File: src/pkg/vvm_pkg.sv
// package: register offsets, field positions, reset values and carriers for the monitor/fault status bank
package vvm_pkg;

  // ==========================================================================
  // register offsets
  localparam logic [7:0] OFS_MONITOR_CHANGE_LATCH = 8'h0F;
  localparam logic [7:0] OFS_MONITOR_LIVE_STATUS = 8'h10;
  localparam logic [7:0] OFS_PORT_OPERATION_STATUS = 8'h11;
  localparam logic [7:0] OFS_FAULT_CHANGE_LATCH = 8'h12;

  // ==========================================================================
  // field positions
  localparam int BIT_BUS_IN_RANGE = 3;
  localparam int BIT_BUS_NEAR_ZERO = 2;
  localparam int BIT_BUS_PRESENT = 1;
  localparam int BIT_CABLE_SUPPLY_PRESENT = 0;
  localparam int BIT_ORIENTATION_SIDE = 7;
  localparam int BIT_THERMAL = 7;
  localparam int BIT_PULLUP_OVERVOLT = 5;
  localparam int BIT_PULLUP_GOOD = 4;
  localparam int BIT_SWITCH_REVERSE = 2;
  localparam int BIT_SWITCH_OVERCURRENT = 1;
  localparam int BIT_SWITCH_OVERVOLT = 0;
  localparam int ALERT_BIT_MONITOR = 5;
  localparam int ALERT_BIT_FAULT = 4;

  // ==========================================================================
  // reset values and the mask of used alert summary bits
  localparam logic [3:0] RST_MONITOR_LIVE = 4'h4;
  localparam logic [4:0] RST_FSM_STATE = 5'h08;
  localparam logic [7:0] RST_LATCH = 8'h00;
  localparam logic [7:0] RST_MASK = 8'hFF;
  localparam logic [7:0] RST_ALERT = 8'h20;
  localparam logic [7:0] ALERT_USED_MASK = 8'h70;

  // ==========================================================================
  // attach state codes
  localparam logic [4:0] ST_UNATTACHED = 5'h08;
  localparam logic [4:0] ST_ATTACH_WAIT = 5'h09;
  localparam logic [4:0] ST_ATTACHED = 5'h0A;
  localparam logic [4:0] ST_ACC_UNATTACHED = 5'h0D;
  localparam logic [4:0] ST_ACC_WAIT = 5'h0E;
  localparam logic [4:0] ST_AUDIO_ACC = 5'h0F;
  localparam logic [4:0] ST_DEBUG_UNORIENTED = 5'h10;
  localparam logic [4:0] ST_ERROR_RECOVERY = 5'h13;
  localparam logic [4:0] ST_VCONN_DISCHARGE = 5'h18;
  localparam logic [4:0] ST_DEBUG_ORIENTED = 5'h19;

  // ==========================================================================
  // carriers
  typedef struct packed {
    logic bus_in_range;
    logic bus_near_zero;
    logic bus_present;
    logic cable_supply_present;
  } vvm_monitor_s;

  typedef struct packed {
    logic pullup_overvolt;
    logic pullup_good;
    logic [1:0] switch_reverse;
    logic [1:0] switch_overcurrent;
    logic [1:0] switch_overvolt;
  } vvm_fault_s;

  typedef struct packed {
    logic rd;
    logic [7:0] addr;
  } vvm_read_s;

endpackage

File: src/hw/vvm_sync.sv
// two-flop synchroniser, width parameterised
`timescale 1ns/100ps
module vvm_sync #(
  parameter int W = 1,
  parameter logic [W-1:0] INIT = '0
) (
  // clock and reset
  input wire logic mclk,
  input wire logic rst_n,
  // data
  input wire logic [W-1:0] d,
  output logic [W-1:0] q
);
  logic [W-1:0] meta;

  // ==========================================================================
  // first stage is read only by the second
  always_ff @(posedge mclk) begin
    if (!rst_n) begin
      meta <= INIT;
      q <= INIT;
    end else begin
      meta <= d;
      q <= meta;
    end
  end
endmodule

File: src/hw/vvm_change_latch.sv
// read-to-clear change latch: sets on any asserted event bit, set wins over clear
`timescale 1ns/100ps
module vvm_change_latch #(
  parameter int W = 4
) (
  // clock and reset
  input wire logic mclk,
  input wire logic rst_n,
  // events
  input wire logic [W-1:0] event_in,
  input wire logic clear,
  output logic [W-1:0] latch
);
  logic [W-1:0] next_latch;

  // ==========================================================================
  // a new event in the clearing cycle survives the clear
  assign next_latch = clear ? event_in : (latch | event_in); // [RULE18]

  always_ff @(posedge mclk) begin
    if (!rst_n) begin
      latch <= '0;
    end else begin
      latch <= next_latch;
    end
  end
endmodule

File: src/hw/vvm_status_bank.sv
// monitor and fault status register bank with change latches and alert summary
//
// Contract
// RULE1: bus in-range toggle sets monitor latch bit 3
// RULE2: bus near-zero toggle sets latch bit 2
// RULE3: bus presence toggle sets latch bit 1
// RULE4: cable supply toggle sets bit 0; 7:4 zero
// RULE5: live bit 3 follows in-range comparator
// RULE6: live bit 2 near-zero, resets to one
// RULE7: live bit 1 follows fixed undervoltage comparator
// RULE8: live bit 0 follows selected cable-supply comparator
// RULE9: cable supply bit zero unless supplied, enabled
// RULE10: attach requires bus near zero first
// RULE11: orientation bit 7 equals orientation pin
// RULE12: state code in bits 4:0, reset 08h
// RULE13: operation status never raises an alert
// RULE14: over-temperature sets fault latch bit 7
// RULE15: pull-up and switch fault changes set bits
// RULE16: nonzero latch sets its summary alert bit
// RULE17: alert low when unmasked summary bit set
// RULE18: event during clearing read is kept
`timescale 1ns/100ps
module vvm_status_bank (
  // clock and reset
  input wire logic mclk,
  input wire logic rst_n,
  // analog comparator results (asynchronous)
  input wire logic cmp_bus_in_range,
  input wire logic cmp_bus_near_zero,
  input wire logic cmp_bus_present,
  input wire logic cmp_cable_high_thr,
  input wire logic cmp_cable_low_thr,
  input wire logic cmp_over_temp,
  input wire vvm_pkg::vvm_fault_s fault_in,
  // cable-supply monitor settings
  input wire logic cable_monitor_enable,
  input wire logic cable_low_threshold_sel,
  // attach detection (asynchronous)
  input wire logic sink_seen,
  input wire logic sink_on_second_pin,
  input wire logic accessory_seen,
  input wire logic audio_accessory,
  input wire logic debug_accessory,
  input wire logic error_seen,
  // alert summary mask, 1 masks
  input wire logic [7:0] alert_mask,
  // register read port
  input wire vvm_pkg::vvm_read_s rd_req,
  output logic [7:0] rd_data,
  // pins
  output logic orientation_side,
  output logic alert_n,
  output logic [7:0] alert_summary
);

  // ==========================================================================
  // synchronisers
  localparam int NS = 16;
  logic [NS-1:0] raw_in;
  logic [NS-1:0] syn;
  assign raw_in = {cmp_bus_in_range, cmp_bus_near_zero, cmp_bus_present, cmp_cable_high_thr,
                   cmp_cable_low_thr, cmp_over_temp, sink_seen, sink_on_second_pin,
                   accessory_seen, audio_accessory, debug_accessory, error_seen, fault_in[7:4]};
  logic [3:0] fault_lo_syn;

  vvm_sync #(.W(NS), .INIT(16'h4000)) u_sync (
    .mclk(mclk),
    .rst_n(rst_n),
    .d(raw_in),
    .q(syn)
  );

  vvm_sync #(.W(4), .INIT(4'h0)) u_sync_lo (
    .mclk(mclk),
    .rst_n(rst_n),
    .d(fault_in[3:0]),
    .q(fault_lo_syn)
  );

  wire s_in_range = syn[15];
  wire s_near_zero = syn[14];
  wire s_present = syn[13];
  wire s_cab_high = syn[12];
  wire s_cab_low = syn[11];
  wire s_over_temp = syn[10];
  wire s_sink = syn[9];
  wire s_second = syn[8];
  wire s_acc = syn[7];
  wire s_audio = syn[6];
  wire s_debug = syn[5];
  wire s_error = syn[4];
  vvm_pkg::vvm_fault_s s_fault;
  assign s_fault = {syn[3:0], fault_lo_syn};

  // ==========================================================================
  // live monitoring status
  vvm_pkg::vvm_monitor_s live;
  vvm_pkg::vvm_monitor_s next_live;
  wire cable_cmp = cable_low_threshold_sel ? s_cab_low : s_cab_high; // [RULE8]
  assign next_live.bus_in_range = s_in_range; // [RULE5]
  assign next_live.bus_near_zero = s_near_zero; // [RULE6]
  assign next_live.bus_present = s_present; // [RULE7]
  // a disabled detector forces absence
  assign next_live.cable_supply_present = cable_monitor_enable & cable_cmp; // [RULE9]

  always_ff @(posedge mclk) begin
    if (!rst_n) begin
      live <= vvm_pkg::RST_MONITOR_LIVE; // [RULE6]
    end else begin
      live <= next_live;
    end
  end

  // ==========================================================================
  // attach state machine; codes are what software sees
  typedef enum {S_UNATT, S_WAIT, S_ATT, S_ACC_UN, S_ACC_WAIT, S_AUDIO, S_DBG_UN,
                S_ERR, S_DISCH, S_DBG_OR} vvm_state_e;
  vvm_state_e state;
  vvm_state_e next_state;
  logic orient;

  function automatic logic [4:0] state_code(input vvm_state_e s);
    unique case (s)
      S_UNATT: state_code = vvm_pkg::ST_UNATTACHED;
      S_WAIT: state_code = vvm_pkg::ST_ATTACH_WAIT;
      S_ATT: state_code = vvm_pkg::ST_ATTACHED;
      S_ACC_UN: state_code = vvm_pkg::ST_ACC_UNATTACHED;
      S_ACC_WAIT: state_code = vvm_pkg::ST_ACC_WAIT;
      S_AUDIO: state_code = vvm_pkg::ST_AUDIO_ACC;
      S_DBG_UN: state_code = vvm_pkg::ST_DEBUG_UNORIENTED;
      S_ERR: state_code = vvm_pkg::ST_ERROR_RECOVERY;
      S_DISCH: state_code = vvm_pkg::ST_VCONN_DISCHARGE;
      S_DBG_OR: state_code = vvm_pkg::ST_DEBUG_ORIENTED;
    endcase
  endfunction

  always_comb begin
    next_state = state;
    if (s_error) begin
      next_state = S_ERR;
    end else begin
      unique case (state)
        S_UNATT: begin
          if (s_sink) next_state = S_WAIT;
          else if (s_acc) next_state = S_ACC_UN;
        end
        S_WAIT: begin
          if (!s_sink) next_state = S_UNATT;
          else if (live.bus_near_zero) next_state = S_ATT; // [RULE10]
        end
        S_ATT: if (!s_sink) next_state = S_DISCH;
        S_ACC_UN: begin
          if (!s_acc) next_state = S_UNATT;
          else next_state = S_ACC_WAIT;
        end
        S_ACC_WAIT: begin
          if (!s_acc) next_state = S_UNATT;
          else if (s_audio) next_state = S_AUDIO;
          else if (s_debug && live.bus_near_zero) next_state = S_DBG_UN; // [RULE10]
        end
        S_AUDIO: if (!s_acc) next_state = S_UNATT;
        S_DBG_UN: begin
          if (!s_acc) next_state = S_UNATT;
          else if (s_sink) next_state = S_DBG_OR;
        end
        S_DBG_OR: if (!s_acc) next_state = S_UNATT;
        S_ERR: next_state = S_UNATT;
        S_DISCH: next_state = S_UNATT;
      endcase
    end
  end

  always_ff @(posedge mclk) begin
    if (!rst_n) begin
      state <= S_UNATT;
      orient <= 1'b0;
    end else begin
      state <= next_state;
      if (next_state == S_ATT && state != S_ATT) orient <= s_second;
    end
  end

  wire [4:0] fsm_code = state_code(state); // [RULE12]
  wire [7:0] op_status = {orient, 2'b00, fsm_code}; // [RULE11]
  assign orientation_side = orient; // [RULE11]

  // ==========================================================================
  // change detection
  vvm_pkg::vvm_fault_s fault_q;
  logic over_temp_q;
  always_ff @(posedge mclk) begin
    if (!rst_n) begin
      fault_q <= '0;
      over_temp_q <= 1'b0;
    end else begin
      fault_q <= s_fault;
      over_temp_q <= s_over_temp;
    end
  end

  // live register toggles; live itself is the previous sample
  wire [3:0] mon_evt = next_live ^ live; // [RULE1] [RULE2] [RULE3] [RULE4]
  wire [7:0] fault_diff = s_fault ^ fault_q;
  logic [7:0] flt_evt;
  assign flt_evt[vvm_pkg::BIT_THERMAL] = s_over_temp & ~over_temp_q; // [RULE14]
  assign flt_evt[6] = 1'b0;
  assign flt_evt[vvm_pkg::BIT_PULLUP_OVERVOLT] = fault_diff[7]; // [RULE15]
  assign flt_evt[vvm_pkg::BIT_PULLUP_GOOD] = fault_diff[6]; // [RULE15]
  assign flt_evt[3] = 1'b0;
  assign flt_evt[vvm_pkg::BIT_SWITCH_REVERSE] = |fault_diff[5:4]; // [RULE15]
  assign flt_evt[vvm_pkg::BIT_SWITCH_OVERCURRENT] = |fault_diff[3:2]; // [RULE15]
  assign flt_evt[vvm_pkg::BIT_SWITCH_OVERVOLT] = |fault_diff[1:0]; // [RULE15]

  // ==========================================================================
  // read decode and latches
  wire rd_mon_latch = rd_req.rd && rd_req.addr == vvm_pkg::OFS_MONITOR_CHANGE_LATCH;
  wire rd_flt_latch = rd_req.rd && rd_req.addr == vvm_pkg::OFS_FAULT_CHANGE_LATCH;
  logic [3:0] mon_latch;
  logic [7:0] flt_latch;

  vvm_change_latch #(.W(4)) u_mon_latch (
    .mclk(mclk),
    .rst_n(rst_n),
    .event_in(mon_evt),
    .clear(rd_mon_latch), // [RULE1] [RULE18]
    .latch(mon_latch)
  );

  vvm_change_latch #(.W(8)) u_flt_latch (
    .mclk(mclk),
    .rst_n(rst_n),
    .event_in(flt_evt),
    .clear(rd_flt_latch), // [RULE14] [RULE15]
    .latch(flt_latch)
  );

  logic [7:0] next_rd_data;
  always_comb begin
    unique case (rd_req.addr)
      vvm_pkg::OFS_MONITOR_CHANGE_LATCH: next_rd_data = {4'h0, mon_latch}; // [RULE4]
      vvm_pkg::OFS_MONITOR_LIVE_STATUS: next_rd_data = {4'h0, live};
      vvm_pkg::OFS_PORT_OPERATION_STATUS: next_rd_data = op_status;
      vvm_pkg::OFS_FAULT_CHANGE_LATCH: next_rd_data = flt_latch;
      default: next_rd_data = 8'h00;
    endcase
  end

  // ==========================================================================
  // alert summary; operation status has no path here
  logic [7:0] next_alert;
  always_comb begin
    next_alert = alert_summary;
    if (|mon_latch) next_alert[vvm_pkg::ALERT_BIT_MONITOR] = 1'b1; // [RULE16]
    if (|flt_latch) next_alert[vvm_pkg::ALERT_BIT_FAULT] = 1'b1; // [RULE16] [RULE13]
    if (!(|mon_latch) && rd_mon_latch) next_alert[vvm_pkg::ALERT_BIT_MONITOR] = 1'b0;
    if (!(|flt_latch) && rd_flt_latch) next_alert[vvm_pkg::ALERT_BIT_FAULT] = 1'b0;
    next_alert = next_alert & vvm_pkg::ALERT_USED_MASK;
  end

  always_ff @(posedge mclk) begin
    if (!rst_n) begin
      rd_data <= 8'h00;
      alert_summary <= vvm_pkg::RST_ALERT;
      alert_n <= 1'b1;
    end else begin
      rd_data <= next_rd_data;
      alert_summary <= next_alert;
      alert_n <= ~|(next_alert & ~alert_mask); // [RULE17]
    end
  end
endmodule

File: config.mk
export PLATFORM = sky130hd
export DESIGN_NAME = vvm_status_bank
export DESIGN_NICKNAME = d
export VERILOG_FILES = /design/src/pkg/vvm_pkg.sv /design/src/hw/vvm_sync.sv /design/src/hw/vvm_change_latch.sv /design/src/hw/vvm_status_bank.sv
export SDC_FILE = /design/constraint.sdc
export NUM_CORES = 1
export LEC_CHECK = 0
export BUFFER_PORTS_ARGS = -buffer_cell sky130_fd_sc_hd__buf_2
export CAP_MARGIN = 20
export CELL_PAD_IN_SITES_DETAIL_PLACEMENT = 2
export CELL_PAD_IN_SITES_GLOBAL_PLACEMENT = 2
export CORE_ASPECT_RATIO = 0.8
export CORE_MARGIN = 4
export CORE_UTILIZATION = 38
export DETAILED_ROUTE_END_ITERATION = 12
export GPL_ROUTABILITY_DRIVEN = 0
export PLACE_DENSITY_LB_ADDON = 0.1
export REMOVE_ABC_BUFFERS = 1
export SLEW_MARGIN = 20
export SYNTH_ARGS = -nofsm -noshare
export SYNTH_HDL_FRONTEND = slang
export SYNTH_SLANG_ARGS = --single-unit
File: constraint.sdc
create_clock -name mclk -period 3.83 [get_ports mclk]
set_input_delay 0.383 -clock mclk [delete_from_list [all_inputs] [get_ports mclk]]
set_output_delay 0.383 -clock mclk [all_outputs]
set_load 0.005 [all_outputs]
==> metrics.md <==
| Metric | Value |
|---|---|
| Number of setup buffers added after CTS | 0 |
| Io pins | a little under 60 |
| Post-route cell area | approximately 0.0044 mm^2 |
| H-tree levels | 3 |
| Input/output buffers | 45 |
| Slew headroom | 53.55% |
| Total wire length after detailed routing | approximately 8.8 mm |
| Count of mapped cells out of synthesis | between 300 and 400 |
| Bufs on Longest Clock Path | 2 |
| Number of nets in the finished design | around 450 |
| Site Rows | 32 |
| Width of the chip | around 120 um |
| Largest family of logic cells by synthesized area | simple AND/OR/NAND/NOR gates |
| Number of DRC violations after detailed-routing iteration 0 | 118 |
| Number of enable-type register cells in the synthesized netlist | 0 |
| Drt first pass iters | 4 |
| Complex-gate fraction of the synthesized area | between 7 and 8% |
| R2r setup slk | 1.16 ns |
| Mapped cell area | 0.003759 mm^2 |
| Worst hold slack | between 0.2 and 0.25 ns |
| Vias per Instance | 4.823 |
| Share of final-layout standard cells stronger than drive strength 1 | 18.71% |
| Top post-synthesis cells by count | dfxtp_1 (106), and2_1 (78), nor2_1 (25) |
| Area taken by multi-input logic gates | roughly 0.0015 mm^2 |
| Maximum number of pins on one net before global-route repair | 58 |
| Clock Latency Late Sink | roughly 0.34 ns |
| Overall global routing resource usage | between 15 and 20% |
| Asr flop ratio synth | 0% |
| Sum of negative setup slack | 0 ns |
| DRC violation count after routing | 0 |
| Antenna Cells | 0 |
| Total of cells resized after clock tree synthesis | 0 |
| CTS Hold Buffers Added | 0 |
| Clock tree skew after final layout | between 0.008 and 0.009 ns |
| Minimum clock period after layout | between 2 and 3 ns |
| Crit path max fanout | 19 |
| Leakage power total | around 1.8 nW |
| Layout-stage area growth over the synthesis result | 17.08% |
| Vias after detailed routing | roughly 2700 |
| Critical Path Start | state[2] |
| Period utilisation layout | 69.81% |
| Synth warn | 0 |
| Average wire per cell in the routed design | between 15 and 20 um |
| Initial cell density of the core | roughly two fifths |
| Pins Over Slew Limit | 0 |
| Critical path data arrival time | 2.91 ns |
| Vias in the first global route | approximately 3000 |
| Smallest setup slack after layout | 1.156 ns |
| Arithmetic-cell share of the synthesized area counting full adders, half adders and majority gates | 0% |
| Critical Path End Type | flip-flop |
| Placed cell area | about 0.0041 mm^2 |
| Status | complete, no violations |
| RSZ-0062 raised after global routing | false |
| Type of the tightest min-delay check | input pin to flip-flop |
| Number of library cell types mapped by synthesis | 49 |
| # setup viols final | 0 |
| Area of the core | 0.009649 mm^2 |
| Final hold violations | 0 |
| Top flip-flop cell by instance count after synthesis | dfxtp_1 |
| Leading cell types by total area after synthesis | dfxtp_1 (56%), and2_1 (13%), nor2_1 (2.5%) |
| Type of the worst setup path | flip-flop to flip-flop |
| Seq/Total Area, Yosys | 56.46% |
| Total power per unit cell area | 500.8 mW/mm^2 |
| Launch point of the worst hold path | cmp_bus_near_zero |
| Max-cap check violation count | 0 |
| Multiplexer share of the synthesized area | 1.398% |
| Startpoint of the lowest-slack register-to-register path | state[2] |
| Share of synthesized cell area in and, or, nand and nor gates | between 20% and 30% |
| CP required | 4.07 ns |
| First-pass GRT wire length | roughly 15 mm |
| Detail Placement HPWL | between 6 and 7 mm |
| Full die area | around 0.012 mm^2 |
| Clock buffers created by TritonCTS | 9 |
| TritonCTS clock tree | built |
| Fill cell total of the finished layout | approximately 1000 |
| Post-route total power | roughly 2.2 mW |
| CTS root buffer | clkbuf_16 |
| Final ANT Viol Nets | 0 |
| Clock Sinks | around 110 |
| Seq. cell area | between 0.002 and 0.0025 mm^2 |
| Vertical die dimension | 96.96 um |
| Clock-pin transition on the worst setup and hold timing paths | 0.07 ns |
| Sum of overflow across all layers after global routing | 0 |
| Setup slack at placement | around 1.1 ns |
| Critical Path Source Type | flip-flop |
| Avg Cell Area, Syn | 10.19 um^2 |
| Xor and xnor area share after synthesis | 3.262% |
| Timing-limited maximum frequency | about 370 MHz |
| Most frequent cell after synthesis | dfxtp_1 |
| Top-area cell type share of the netlist area | between 50% and 60% |
| Worst Max-Slew Pin Slew | 0.6958 ns |
| Initial antenna violation count | 0 |
| Maximum vdd drop | roughly 0.29 mV |
| Post-synthesis register bit count | between 100 and 150 |
| Cell type contributing the most total cell area after synthesis | dfxtp_1 |
-- power by group --
group	internal, mW	total (mW)	switching (mW)
Combinational	0.0605	0.125	0.0650
Clock	0.508	0.913	0.404
Sequential	1.14	1.17	0.0273
Total	1.71	2.20	0.497
-- final timing paths --
kind | end | cells past startpoint
hold reg to reg | u_sync.q[14] | 1
setup / recovery | orientation_side | 7
setup reg to reg | orientation_side | 7
hold / removal | u_sync.meta[14] | 2
-- per-stage QoR --
stage / utilization [%] / cells
after floorplan: - / 351
after global placement: 42.58 / 538
after detailed placement: 42.58 / 538
after CTS: 45.60 / 553
after global routing: 45.60 / 553
final: 45.60 / 553
-- placed cells by master (no fill, tap or decap), drive strengths merged, types with 2 or more instances in the layout --
cell and instances:
mux2i 3, a21oi 16, nor3b 4, nand2 13, nor2b 5, dfxtp 106
xor2 5, and3 2, xnor2 9, o21ai 7, nor4 10, nand2b 5
nand4 2, nand3b 2, clkbuf 10, nor3 5, inv 5, and2 80
nor2 25, clkinvlp 2, a222oi 4, or3 2, a31oi 6, buf 51
conb 7, nand3 4, a31o 2, o31a 2, mux2 2, nor4b 3
a22oi 2, or4 4
-- layer usage --
metal / share of wire, % / track usage [%]
met1: 47 / 19.70
met2: 47 / 27.27
met5: 0 / 0
met4: 1.2 / 4.809
met3: 4.7 / 4.500
-- state kept, by name, summed over array words and instances (netlist names) --
register / cells
state: 32
u_sync.meta: 16
u_sync.q: 16
fault_q: 8
rd_data: 7
u_flt_latch.latch: 6
live: 4
u_mon_latch.latch: 4
u_sync_lo.meta: 4
u_sync_lo.q: 4
alert_summary: 2
alert_n: 1
orientation_side: 1
over_temp_q: 1
-- area by class of cell --
| class | instances | share of cell area (%) |
|---|---|---|
| clock buffers | 10 | 5.203 |
| clock inverters | 5 | 1.422 |
| inverters | 4 | 0.3412 |
| multi-input cells | 241 | 34.80 |
| flip-flops and latches | 106 | 48.22 |
| well taps | 136 | 3.867 |
| repair buffers | 51 | 6.142 |
-- logic make-up (layout without fill, tap and decap cells) --
kind of cell    count (synthesis)  in the layout
simple gates                  169            169
flops                         106            106
compound gates                 46             46
buf+inv                        28             70
xor+xnor                       14             14
mux                             5              5
other cells                     1              7
-- worst max-delay path, cell delays in order (launching register included) --
cell and delay [ns]:
dfxtp_1 0.53, o21ai_1 0.27, nand4_1 0.13, or3_4 0.38, o31a_1 0.28, or4b_4 0.53
o31a_1 0.29, o21a_1 0.16
Note: power is estimated with default switching activity, not from simulation.
